`src/core/lfcr_pkg.sv`:
```
////////////////////////////////////////////////////////////////////////////////
////////////////////////////////////////////////////////////////////////////////

package lfcr_pkg;

  localparam int          REG_W          = 9;
  localparam int          NUM_CFG        = 7;
  localparam int          NUM_CHAN       = 3;

  // Register addresses on the command port.
  localparam logic [3:0]  ADDR_CFG0      = 4'h0;
  localparam logic [3:0]  ADDR_CFG1      = 4'h1;
  localparam logic [3:0]  ADDR_Y_TUNE    = 4'h2;
  localparam logic [3:0]  ADDR_Z_TUNE    = 4'h3;
  localparam logic [3:0]  ADDR_XY_SENS   = 4'h4;
  localparam logic [3:0]  ADDR_Z_SENS    = 4'h5;
  localparam logic [3:0]  ADDR_COLUMN    = 4'h6;
  localparam logic [3:0]  ADDR_STATUS    = 4'h7;

  // Reset value and Z tune write mask.
  localparam logic [8:0]  CFG_RESET      = 9'h000;
  localparam logic [8:0]  Z_TUNE_WMASK   = 9'h07F;

  // Field positions.
  localparam int          ROW_BIT        = 0;
  localparam int          ALERT_SEL_BIT  = 4;
  localparam int          CHAN_DIS_LSB   = 1;
  localparam int          OUT_TYPE_HI    = 8;
  localparam int          PULLDOWN_BIT   = 8;
  localparam int          DIV_BIT        = 7;
  localparam int          TUNE_LSB       = 1;
  localparam int          X_ATTEN_LSB    = 5;
  localparam int          LO_ATTEN_LSB   = 1;
  localparam int          AUTO_BIT       = 8;
  localparam int          GATE_BIT       = 7;
  localparam int          DEPTH_LSB      = 5;
  localparam int          COL_TOP        = 8;

  // Status bit positions.
  localparam int          ST_PASS_LSB    = 6;
  localparam int          ST_GAIN        = 5;
  localparam int          ST_WAKE_LSB    = 2;
  localparam int          ST_ALARM       = 1;
  localparam int          ST_CHECK       = 0;

  // Minimum modulation depth codes and their percentages.
  typedef enum logic [1:0] {
    LFCR_DEPTH_50 = 2'b00,
    LFCR_DEPTH_75 = 2'b01,
    LFCR_DEPTH_25 = 2'b10,
    LFCR_DEPTH_12 = 2'b11
  } lfcr_depth_t;

  localparam logic [6:0]  PCT_50         = 7'h32;
  localparam logic [6:0]  PCT_75         = 7'h4B;
  localparam logic [6:0]  PCT_25         = 7'h19;
  localparam logic [6:0]  PCT_12         = 7'h0C;

endpackage : lfcr_pkg

```
`src/core/lfcr_sync.sv`:
```
`timescale 1ns/1ns
////////////////////////////////////////////////////////////////////////////////

module lfcr_sync #(
  parameter int W = 1
) (
  input  wire logic         ref_clk,
  input  wire logic         rst,
  input  wire logic [W-1:0] async_in,
  output logic      [W-1:0] level
);

  typedef struct packed {
    logic [W-1:0] s1;
    logic [W-1:0] s2;
    logic [W-1:0] s3;
    logic [W-1:0] level;
  } lfcr_sync_state_t;

  lfcr_sync_state_t state;
  lfcr_sync_state_t next_state;
  logic [W-1:0]     agree;

  ////////////////////////////////////////////////////////////////////////////////

  // The first stage is read only by the second, so metastability cannot leak.
  always_comb begin
    agree            = ~(state.s2 ^ state.s3);
    next_state       = state;
    next_state.s1    = async_in;
    next_state.s2    = state.s1;
    next_state.s3    = state.s2;
    next_state.level = (state.s2 & agree) | (state.level & ~agree);
  end

  always_ff @(posedge ref_clk) begin
    if (rst) begin
      state <= '0;
    end else begin
      state <= next_state;
    end
  end

  assign level = state.level;

endmodule : lfcr_sync

```
`src/core/lfcr_regs.sv`:
```
`timescale 1ns/1ns
////////////////////////////////////////////////////////////////////////////////

module lfcr_regs (
  input  wire logic       ref_clk,
  input  wire logic       rst,
  input  wire logic       cmd_wr,
  input  wire logic       cmd_rd,
  input  wire logic [3:0] cmd_addr,
  input  wire logic [8:0] cmd_wdata,
  output logic      [8:0] cmd_rdata,
  output logic            cmd_rvalid,
  input  wire logic       soft_reset_cmd,
  input  wire logic       standby,
  input  wire logic [2:0] pass_raw,
  input  wire logic       gain_active_raw,
  input  wire logic [2:0] demod_high_raw,
  input  wire logic [2:0] wake_raw,
  input  wire logic       alarm_raw,
  input  wire logic       stab_done_raw,
  output logic            pad_pulldown_on,
  output logic            carrier_div_sel,
  output logic      [5:0] y_tune_code,
  output logic      [5:0] z_tune_code,
  output logic      [3:0] x_atten_code,
  output logic      [3:0] y_atten_code,
  output logic      [3:0] z_atten_code,
  output logic            auto_channel_pick,
  output logic            gain_gated_output,
  output logic      [1:0] min_mod_depth,
  output logic      [6:0] min_depth_pct,
  output logic      [2:0] channel_enable,
  output logic            demod_out_enable,
  output logic            check_error_flag,
  output logic            alert_n
);

  typedef struct packed {
    logic [lfcr_pkg::NUM_CFG-1:0][lfcr_pkg::REG_W-1:0] cfg;
    logic [2:0]                                        passing;
    logic                                              gain_loop_active;
    logic [2:0]                                        woke;
    logic                                              alarm;
    logic [2:0]                                        wake_prev;
    logic                                              alarm_prev;
    logic                                              stab_prev;
    logic [2:0]                                        auto_pick;
    logic [8:0]                                        rdata;
    logic                                              rvalid;
    logic                                              pad_pulldown_on;
    logic                                              carrier_div_sel;
    logic [5:0]                                        y_tune_code;
    logic [5:0]                                        z_tune_code;
    logic [3:0]                                        x_atten_code;
    logic [3:0]                                        y_atten_code;
    logic [3:0]                                        z_atten_code;
    logic                                              auto_channel_pick;
    logic                                              gain_gated_output;
    logic [1:0]                                        min_mod_depth;
    logic [6:0]                                        min_depth_pct;
    logic [2:0]                                        channel_enable;
    logic                                              demod_out_enable;
  } lfcr_state_t;

  lfcr_state_t state;
  lfcr_state_t next_state;

  logic [11:0] raw_bus;
  logic [11:0] sync_bus;
  logic [2:0]  pass_s;
  logic        gain_s;
  logic [2:0]  demod_s;
  logic [2:0]  wake_s;
  logic        alarm_s;
  logic        stab_s;
  logic        row_bad;
  logic        col_bad;
  logic        check_err;
  logic [8:0]  col_sum;
  logic [8:0]  status_word;
  logic [8:0]  row_bits;

  ////////////////////////////////////////////////////////////////////////////////
  // Front-end status inputs are analog-derived and arrive unsynchronised.

  assign raw_bus = {stab_done_raw, alarm_raw, wake_raw, demod_high_raw,
                    gain_active_raw, pass_raw};

  lfcr_sync #(
    .W (12)
  ) u_sync (
    .ref_clk  (ref_clk),
    .rst      (rst),
    .async_in (raw_bus),
    .level    (sync_bus)
  );

  assign pass_s  = sync_bus[2:0];
  assign gain_s  = sync_bus[3];
  assign demod_s = sync_bus[6:4];
  assign wake_s  = sync_bus[9:7];
  assign alarm_s = sync_bus[10];
  assign stab_s  = sync_bus[11];

  ////////////////////////////////////////////////////////////////////////////////
  // Parity over the stored array; no latch, so a bad write shows at once.

  always_comb begin
    row_bad  = 1'b0;
    col_sum  = '0;
    row_bits = '0;
    for (int r = 0; r < lfcr_pkg::NUM_CFG; r++) begin
      row_bad = row_bad | ~(^state.cfg[r]);
    end
    for (int r = 0; r < lfcr_pkg::NUM_CFG - 1; r++) begin
      col_sum     = col_sum ^ state.cfg[r];
      row_bits[r] = state.cfg[r][lfcr_pkg::ROW_BIT];
    end
    col_sum[lfcr_pkg::COL_TOP] = ^row_bits;
    col_sum[lfcr_pkg::ROW_BIT] = 1'b0;
    col_bad = 1'b0;
    for (int b = 1; b <= lfcr_pkg::COL_TOP; b++) begin
      col_bad = col_bad | ~(col_sum[b] ^ state.cfg[lfcr_pkg::NUM_CFG-1][b]);
    end
    check_err = row_bad | col_bad;
  end

  // Only the parity flag is live from the array; the rest are stored flags.
  assign status_word = {state.passing[2], state.passing[1], state.passing[0],
                        state.gain_loop_active,
                        state.woke[2], state.woke[1], state.woke[0],
                        state.alarm, check_err};

  ////////////////////////////////////////////////////////////////////////////////

  always_comb begin
    logic       soft_go;
    logic [2:0] wake_evt;
    logic       alarm_evt;
    logic       stab_evt;
    logic       status_rd;
    logic [8:0] rdv;

    soft_go   = 1'b0;
    wake_evt  = '0;
    alarm_evt = 1'b0;
    stab_evt  = 1'b0;
    status_rd = 1'b0;
    rdv       = '0;

    next_state = state;

    // Soft reset only executes while the front end is active.
    soft_go   = soft_reset_cmd & ~standby;
    wake_evt  = wake_s & ~state.wake_prev;
    alarm_evt = alarm_s & ~state.alarm_prev;
    stab_evt  = stab_s & ~state.stab_prev;
    status_rd = cmd_rd & (cmd_addr == lfcr_pkg::ADDR_STATUS);

    next_state.wake_prev  = wake_s;
    next_state.alarm_prev = alarm_s;
    next_state.stab_prev  = stab_s;

    // Register writes; status and unmapped addresses are ignored.
    if (cmd_wr) begin
      if (cmd_addr == lfcr_pkg::ADDR_Z_TUNE) begin
        next_state.cfg[cmd_addr[2:0]] = cmd_wdata & lfcr_pkg::Z_TUNE_WMASK;
      end else if (cmd_addr < lfcr_pkg::ADDR_STATUS) begin
        next_state.cfg[cmd_addr[2:0]] = cmd_wdata;
      end
    end

    // Read path.
    if (cmd_addr == lfcr_pkg::ADDR_STATUS) begin
      rdv = status_word;
    end else if (cmd_addr < lfcr_pkg::ADDR_STATUS) begin
      rdv = state.cfg[cmd_addr[2:0]];
    end else begin
      rdv = '0;
    end
    next_state.rvalid = cmd_rd;
    if (cmd_rd) begin
      next_state.rdata = rdv;
    end

    // Channel activity follows the front end but reads low in standby.
    if (soft_go) begin
      next_state.passing = '0;
    end else begin
      next_state.passing = pass_s & {3{~standby}};
    end

    if (soft_go) begin
      next_state.gain_loop_active = 1'b0;
    end else begin
      next_state.gain_loop_active = gain_s;
    end

    // A wake arriving with the soft reset is kept: the set wins.
    next_state.woke = (state.woke & {3{~soft_go}}) | wake_evt;

    // Alarm is cleared only by a status read, and a fresh time-out wins.
    next_state.alarm = (state.alarm & ~status_rd) | alarm_evt;

    // Auto channel pick samples the demodulators at the end of stabilization.
    if (stab_evt) begin
      next_state.auto_pick = demod_s;
    end else if (soft_go) begin
      next_state.auto_pick = '0;
    end

    // Registered control outputs, taken from the stored configuration.
    next_state.pad_pulldown_on =
      state.cfg[2][lfcr_pkg::PULLDOWN_BIT] & state.cfg[1][lfcr_pkg::OUT_TYPE_HI];
    next_state.carrier_div_sel = state.cfg[2][lfcr_pkg::DIV_BIT];
    next_state.y_tune_code     = state.cfg[2][lfcr_pkg::TUNE_LSB +: 6];
    next_state.z_tune_code     = state.cfg[3][lfcr_pkg::TUNE_LSB +: 6];
    next_state.x_atten_code    = state.cfg[4][lfcr_pkg::X_ATTEN_LSB +: 4];
    next_state.y_atten_code    = state.cfg[4][lfcr_pkg::LO_ATTEN_LSB +: 4];
    next_state.z_atten_code    = state.cfg[5][lfcr_pkg::LO_ATTEN_LSB +: 4];
    next_state.auto_channel_pick = state.cfg[5][lfcr_pkg::AUTO_BIT];
    next_state.gain_gated_output = state.cfg[5][lfcr_pkg::GATE_BIT];
    next_state.min_mod_depth     = state.cfg[5][lfcr_pkg::DEPTH_LSB +: 2];

    case (lfcr_pkg::lfcr_depth_t'(state.cfg[5][lfcr_pkg::DEPTH_LSB +: 2]))
      lfcr_pkg::LFCR_DEPTH_50: begin
        next_state.min_depth_pct = lfcr_pkg::PCT_50;
      end
      lfcr_pkg::LFCR_DEPTH_75: begin
        next_state.min_depth_pct = lfcr_pkg::PCT_75;
      end
      lfcr_pkg::LFCR_DEPTH_25: begin
        next_state.min_depth_pct = lfcr_pkg::PCT_25;
      end
      default: begin
        next_state.min_depth_pct = lfcr_pkg::PCT_12;
      end
    endcase

    // Enable bits in register 0 are active low.
    if (state.cfg[5][lfcr_pkg::AUTO_BIT]) begin
      next_state.channel_enable = state.auto_pick;
    end else begin
      next_state.channel_enable = ~state.cfg[0][lfcr_pkg::CHAN_DIS_LSB +: 3];
    end

    // Gating holds the demodulator off until the gain loop regulates.
    next_state.demod_out_enable =
      ~state.cfg[5][lfcr_pkg::GATE_BIT] | state.gain_loop_active;
  end

  ////////////////////////////////////////////////////////////////////////////////

  always_ff @(posedge ref_clk) begin
    if (rst) begin
      state <= '0;
    end else begin
      state <= next_state;
    end
  end

  ////////////////////////////////////////////////////////////////////////////////
  // Alert is combinational so a parity fault is flagged the cycle it appears.

  assign check_error_flag = check_err;
  assign alert_n = ~(check_err |
                     (state.cfg[0][lfcr_pkg::ALERT_SEL_BIT] & state.alarm));

  assign cmd_rdata         = state.rdata;
  assign cmd_rvalid        = state.rvalid;
  assign pad_pulldown_on   = state.pad_pulldown_on;
  assign carrier_div_sel   = state.carrier_div_sel;
  assign y_tune_code       = state.y_tune_code;
  assign z_tune_code       = state.z_tune_code;
  assign x_atten_code      = state.x_atten_code;
  assign y_atten_code      = state.y_atten_code;
  assign z_atten_code      = state.z_atten_code;
  assign auto_channel_pick = state.auto_channel_pick;
  assign gain_gated_output = state.gain_gated_output;
  assign min_mod_depth     = state.min_mod_depth;
  assign min_depth_pct     = state.min_depth_pct;
  assign channel_enable    = state.channel_enable;
  assign demod_out_enable  = state.demod_out_enable;

endmodule : lfcr_regs

```
`config.mk`:
```
export PLATFORM = sky130hd
export DESIGN_NAME = lfcr_regs
export DESIGN_NICKNAME = d
export VERILOG_FILES = /design/src/core/lfcr_pkg.sv /design/src/core/lfcr_sync.sv /design/src/core/lfcr_regs.sv
export SDC_FILE = /design/constraint.sdc
export NUM_CORES = 1
export LEC_CHECK = 0
export BUFFER_PORTS_ARGS = -buffer_cell sky130_fd_sc_hd__buf_2
export CAP_MARGIN = 20
export CORE_AREA = 3 3 115 117
export CTS_CLUSTER_DIAMETER = 40
export DETAILED_ROUTE_END_ITERATION = 12
export DIE_AREA = 0 0 118 120
export GPL_TIMING_DRIVEN = 0
export PLACE_DENSITY = 0.83
export SLEW_MARGIN = 20
export SYNTH_ARGS = -nofsm -noshare
export SYNTH_HDL_FRONTEND = slang
export SYNTH_SLANG_ARGS = --single-unit
export TNS_END_PERCENT = 20
```
`constraint.sdc`:
```
create_clock -name ref_clk -period 4.3 [get_ports ref_clk]
set_clock_uncertainty 0.2 [all_clocks]
set_input_delay 0.43 -clock ref_clk [delete_from_list [all_inputs] [get_ports ref_clk]]
set_output_delay 0.43 -clock ref_clk [all_outputs]
set_load 0.02 [all_outputs]
```
==> flow_metrics.py, run 1 <==
metrics = {
    "worst_setup_path": {
        "critPathKind": "flip-flop to output port",
        "cp_max_fo": 5,
        "crit_required_ns": 3.67,
        "critPathCaptureType": "output port",
        "crit_path_start_kind": "flip-flop",
        "cp.arrival_ns": 2.96,
    },
    "synthesis": {
        "synth.distinct_cells": 46,
        "synth_top_cell_by_area": "dfxtp_1",
        "syn_nets": 766,
        "ys.flop_type": "dfxtp_1",
        "netlist.area_leader.share_pct": 46.5,
        "ys_ff_latch": 178,
        "ys_top_cells_by_count": "dfxtp_1 (178), nor2_1 (77), nor2b_1 (77)",
        "avgSynthCellArea_um2": 10.5,
        "synth_edf_count": 0,
        "seq_area_frac_synth_pct": 46.5,
        "yosysMostFrequentCell": "dfxtp_1",
        "yosys_warnings": 0,
        "ys_top_cells_by_area": "dfxtp_1 (47%), mux2i_1 (9.2%), nor2b_1 (6.3%)",
        "syn-instance-count": 730,
        "netlist_area_um2": 7660,
        "async_flop_share_pct": 0,
    },
    "route": {
        "wire_per_inst_um": 18.8,
        "routed_wl_um": 19200,
        "drcViolationCount": 0,
        "firstDrtPassIters": 6,
        "wl_met1_um": 7570,
        "drtIter0Drc": 381,
        "top_layer_used": "met4",
        "routed_via_density": 5.57,
        "route.met3.wl_um": 1720,
        "met2_length_um": 9360,
        "vias": 5685,
        "antenna_left": 0,
    },
    "die": {
        "row_count": 41,
        "core_um2": 12500,
        "dieArea_um2": 14200,
        "die-width_um": 118,
        "die_h_um": 120,
        "initial_core_util_pct": 61.4,
        "io-pin-count": 84,
    },
    "outcome": {
        "outcome": "finished clean",
    },
    "clock_network": {
        "clock_path_buffers": 2,
        "cts_hold_buf": 6,
        "clock-sinks": 178,
        "post_cts_resized": 0,
        "clk_latency_ns": 0.43,
        "cts_tree": "done",
        "htree_levels": 4,
        "cts_buffers": 17,
        "cts-root-buf": "clkbuf_16",
        "clkTransAtPathRegs_ns": 0.07,
        "post_cts.repair.setup_buffers": 0,
    },
    "grt": {
        "grt.total_usage_pct": 27.6,
        "grt_max_degree": 19,
        "first_global_vias": 5595,
        "grt_pass1_wl_um": 29600,
        "antenna_found_initial": 0,
        "grt_overflow": 0,
    },
    "pwr": {
        "combPwrFrac_pct": 6.5,
        "pwr-share-seq_pct": 48.3,
        "powerDensity_nw_per_um2": 392,
        "power.leakage_nw": 3.99,
        "p_sw_w": 0.000855,
        "peakVddDrop_uv": 344,
        "p_clk_share_pct": 45.2,
        "power.internal_w": 0.00266,
        "p_sw_share_pct": 24.3,
    },
    "cells_and_area": {
        "diodes": 0,
        "synthToLayoutAreaGrowth_pct": 16.9,
        "nets": 872,
        "final_util_pct": 71.8,
        "num-fill-cells": 926,
        "drive_gt1_share_pct": 22.1,
    },
    "timing": {
        "hold_viol": 0,
        "setup_violations": 0,
        "rsz0062_at_grt": "no",
        "drv_slew": 0,
        "maxClockFrequency_ghz": 0.279,
        "setup_tns_ns": 0,
        "post-route-period-util_pct": 83.4,
        "worst_pin_slew_ns": 0.953,
        "period_needed_ns": 3.59,
        "relSlewSlack_pct": 36.4,
    },
    "hold_path": {
        "hold_class": "input port to flip-flop",
    },
    "placed_design": {
        "port_buffers": 81,
        "dpl.hpwl_um": 13300,
        "gp_congestion": 0.971,
    },
    "run": {
        "cap_violations": 0,
    },
}
==> power groups by stage <==
stage | clock network, W | logic, W | registers [W]
after floorplan | 0 | 0.000147 | 0.00173
after global placement | 0 | 0.000216 | 0.00173
after detailed placement | 0 | 0.000221 | 0.00173
after CTS | 0.00160 | 0.000227 | 0.00170
after global routing | 0.00167 | 0.000245 | 0.00170
final | 0.00159 | 0.000230 | 0.00170
==> critical path, stage by stage, from the launching register on <==
cell	delay, ns
dfxtp_1	0.52
xor2_1	0.23
xnor3_1	0.44
xnor2_1	0.14
nor4_1	0.53
o2111ai_1	0.28
a21oi_1	0.20
buf_2	0.19
==> per-stage QoR <==
stage               hold slack, ns  instances  instance area (um2)  power, W  setup WS (ns)
global route               0.00452       1021                 8950   0.00361          0.605
global placement             0.216        983                 8280   0.00195           1.20
detailed placement           0.223        983                 8280   0.00195           1.20
CTS                        0.00285       1021                 8950   0.00353          0.730
floorplan                    0.214        730                 7660   0.00188           1.49
finish                     0.00699       1021                 8950   0.00351          0.715
==> logic make-up after synthesis <==
group / Yosys count / share of synthesized area, %
AND/OR/NAND/NOR: 226 / 15.0
flip-flops: 178 / 46.5
multiplexers: 80 / 11.9
buffers and inverters: 83 / 6.60
AO/OA/AOI/OAI: 76 / 5.90
adder cells (fa/ha/maj): 5 / 0.817
XOR/XNOR: 82 / 13.2
==> registers in the layout, summed over array words and instances, names as in the netlist, 2 cells and up, named ones only <==
name,cells
state,44
next_state,29
u_sync.next_state,24
u_sync.state,12
cmd_rdata,9
min_depth_pct,7
row_bits,6
y_tune_code,6
z_tune_code,6
x_atten_code,4
y_atten_code,4
z_atten_code,4
channel_enable,3
min_mod_depth,2
==> per-layer routing <==
metal,track usage (%),vias to the layer above
met5,0,-
met4,11.4,0
met3,9.33,57
met2,46.2,291
met1,32.7,2709
li1,-,2628
==> layout make-up <==
type	count	area (um2)	share of cell area, %
Sequential cell	178	3560	39.8
Timing Repair Buffer	87	465	5.20
Clock buffer	17	425	4.75
Multi-Input combinational cell	469	3590	40.1
Inverter	4	15.0	0.168
Clock inverter	15	191	2.14
Tap cell	172	215	2.40
Buffer	79	490	5.48
==> path summary, 6_finish.rpt <==
kind,startpoint,to,slack (ns),cells past startpoint
setup / recovery,state[69],alert_n,0.71,7
hold / removal,wake_raw[0],u_sync.next_state[31],0.007,2
setup reg to reg,state[70],cmd_rdata[0],1.84,6
hold reg to reg,u_sync.next_state[30],u_sync.next_state[18],0.24,1
==> cell usage in the layout, fill, tap and decap left out, types with 3 or more instances in the layout <==
cell type / n
nand2_1: 32
a21oi_1: 30
xor2_1: 17
mux4_2: 9
o22ai_1: 7
dfxtp_1: 178
xnor2_1: 45
and3_1: 4
buf_2: 87
nor2b_1: 77
o21ai_0: 18
inv_8: 3
inv_6: 5
xnor3_1: 13
nand2b_1: 3
inv_1: 4
nor3b_1: 5
nand3_1: 11
buf_4: 45
xnor3_2: 5
mux2i_1: 70
clkbuf_16: 17
nor2_1: 77
ha_1: 5
nor3_1: 4
and2_1: 6
dlygate4sd3_1: 6
a22oi_1: 10
clkbuf_1: 24
No activity file was read; power rests on OpenSTA's default activity.
==> run 2: changes to the inputs <==
--- a/config.mk
+++ b/config.mk
@@ -7,12 +7,12 @@
 export LEC_CHECK = 0
 export BUFFER_PORTS_ARGS = -buffer_cell sky130_fd_sc_hd__buf_2
 export CAP_MARGIN = 20
-export CORE_AREA = 3 3 115 117
+export CORE_AREA = 3 3 119 121
 export CTS_CLUSTER_DIAMETER = 40
 export DETAILED_ROUTE_END_ITERATION = 12
-export DIE_AREA = 0 0 118 120
+export DIE_AREA = 0 0 122 124
 export GPL_TIMING_DRIVEN = 0
-export PLACE_DENSITY = 0.83
+export PLACE_DENSITY = 0.78
 export SLEW_MARGIN = 20
 export SYNTH_ARGS = -nofsm -noshare
 export SYNTH_HDL_FRONTEND = slang
==> constraint.sdc (replaced) <==
create_clock -name ref_clk -period 3.4 [get_ports ref_clk]
set_clock_uncertainty 0.2 [all_clocks]
set_input_delay 0.34 -clock ref_clk [delete_from_list [all_inputs] [get_ports ref_clk]]
set_output_delay 0.34 -clock ref_clk [all_outputs]
set_load 0.02 [all_outputs]
==> flow_metrics.py, run 2 (same netlist as run 1, synthesis figures left out) <==
metrics = {
    "clock_network": {
        "cts_tree": "done",
        "clk_latency_ns": 0.43,
        "htree_levels": 4,
        "cts-root-buf": "clkbuf_16",
        "clock_path_buffers": 2,
        "clkTransAtPathRegs_ns": 0.07,
        "clock-sinks": 178,
        "cts_buffers": 17,
    },
    "worst_setup_path": {
        "path_buf_inv": 1,
        "cp_max_fo": 4,
        "crit_chain": "xor2_1, xnor3_1, xnor2_1, nor4_2, o2111ai_1, a21oi_1, buf_2",
        "r2r_cells": 6,
        "slowest_delay_ns": 0.46,
        "cp_num_cells": 7,
        "critPathCaptureType": "output port",
        "regToRegSetupSlack_ns": 0.90,
        "crit_required_ns": 2.86,
        "critPathKind": "flip-flop to output port",
        "crit_path_start_kind": "flip-flop",
        "critPathSlowestCell": "dfxtp_1",
        "cp.arrival_ns": 2.69,
        "crit_family": "XOR/XNOR gates",
        "r2r-start": "next_state[16]",
        "rr_endpoint": "cmd_rdata[0]",
        "startpoint": "state[78]",
        "endpoint": "alert_n",
    },
    "route": {
        "routed_via_density": 5.40,
        "vias": 5581,
        "routed_wl_um": 18800,
        "drcViolationCount": 0,
        "firstDrtPassIters": 5,
        "wire_per_inst_um": 18.2,
        "antenna_left": 0,
        "drtIter0Drc": 458,
    },
    "cells_and_area": {
        "nets": 880,
        "max_flop_register": "state",
        "num-fill-cells": 998,
        "final_common_cell": "dfxtp_1",
        "synthToLayoutAreaGrowth_pct": 18.0,
        "drive_gt1_share_pct": 22.4,
        "diodes": 0,
        "mostFrequentLayoutCells": "dfxtp_1 (175), buf_2 (87), nor2b_1 (77), nor2_1 (77), mux2i_1 (70)",
        "largest_reg_flops": 44,
    },
    "grt": {
        "antenna_found_initial": 0,
        "grt_max_degree": 18,
        "grt.total_usage_pct": 26.1,
        "grt_overflow": 0,
        "first_global_vias": 5470,
        "grt_pass1_wl_um": 29300,
    },
    "pwr": {
        "pwr-share-seq_pct": 48.7,
        "total_power_w": 0.00440,
        "p_clk_share_pct": 44.6,
        "power.leakage_nw": 4.01,
        "p_sw_share_pct": 23.8,
        "combPwrFrac_pct": 6.7,
        "p_sw_w": 0.00105,
        "peakVddDrop_uv": 330,
        "power.internal_w": 0.00335,
        "powerDensity_nw_per_um2": 487,
    },
    "die": {
        "row_count": 42,
        "die-width_um": 122,
        "core_um2": 13200,
        "die_h_um": 124,
        "initial_core_util_pct": 58.1,
        "io-pin-count": 84,
        "dieArea_um2": 15100,
    },
    "timing": {
        "setup_tns_ns": 0,
        "period_needed_ns": 3.23,
        "setup_violations": 0,
        "post-route-period-util_pct": 94.9,
        "hold_viol": 0,
        "drv_slew": 0,
        "maxClockFrequency_ghz": 0.310,
        "relSlewSlack_pct": 34.6,
        "rsz0062_at_grt": "no",
        "worst_pin_slew_ns": 0.982,
    },
    "hold_path": {
        "hold_class": "input port to flip-flop",
        "hold_depth": 3,
    },
    "placed_design": {
        "dpl.hpwl_um": 13300,
        "gp_congestion": 0.952,
        "port_buffers": 81,
    },
    "run": {
        "cap_violations": 0,
    },
    "outcome": {
        "outcome": "finished clean",
    },
}
run 2: what timing repair did:
action / 4_1_cts / 5_1_grt
hold buffers: 14 / 0
gates resized for setup: 1 / 3
setup buffers: 0 / 0
endpoints found under the setup margin: 2 / 1
hold endpoints to repair: 14 / 0
pin swaps: 0 / 1
run 2: layout make-up:
| cell class | instances | area (um2) | share of cell area, % |
|---|---|---|---|
| clock buffers | 17 | 425 | 4.71 |
| plain buffers | 79 | 490 | 5.43 |
| repair buffers | 95 | 546 | 6.04 |
| inverters | 4 | 15.0 | 0.166 |
| flip-flops and latches | 178 | 3570 | 39.5 |
| multi-input cells | 469 | 3590 | 39.8 |
| well taps | 176 | 220 | 2.44 |
| clock inverters | 15 | 176 | 1.95 |
run 2: worst min-delay path by stage:
stage / start / end / slack, ns
final: cmd_wdata[0] / row_bits[4] / 0.03
after global routing: cmd_wdata[5] / next_state[23] / 0.04
after CTS: cmd_wdata[0] / row_bits[4] / 0.02
after detailed placement: u_sync.next_state[35] / u_sync.next_state[23] / 0.23
after global placement: u_sync.next_state[29] / u_sync.next_state[17] / 0.22
after floorplan: u_sync.next_state[24] / u_sync.next_state[12] / 0.21
run 2: per-layer routing:
layer  up-vias  global-route usage (%)  part of all wire [%]
met3        53                    5.99                   6.9
met2       200                    43.9                    48
met5         -                       0                     0
met4         0                    11.3                   3.8
met1      2685                    32.4                    41
li1       2643                       -                     -
run 2: power groups by stage:
| stage | Clock (W) | Sequential, W | Combinational [W] |
|---|---|---|---|
| after floorplan | 0 | 0.00219 | 0.000185 |
| after global placement | 0 | 0.00219 | 0.000273 |
| after detailed placement | 0 | 0.00219 | 0.000280 |
| after CTS | 0.00198 | 0.00215 | 0.000294 |
| after global routing | 0.00207 | 0.00215 | 0.000319 |
| final | 0.00196 | 0.00215 | 0.000295 |
run 2: tightest hold or removal path: stages:
cell and delay, ns:
buf_2 0.15, nand3_1 0.08, a21oi_1 0.05
run 2: through the flow:
step | utilization [%] | cell area, um2 | setup WS (ns) | hold WS, ns | std cells
finish | 68.5 | 9030 | 0.174 | 0.0294 | 1033
global route | 68.5 | 9030 | 0.00227 | 0.0420 | 1033
CTS | 68.5 | 9030 | 0.0128 | 0.0230 | 1033
detailed placement | 62.8 | 8280 | 0.349 | 0.225 | 987
global placement | 62.8 | 8280 | 0.381 | 0.217 | 987
floorplan | - | 7660 | 0.680 | 0.214 | 730
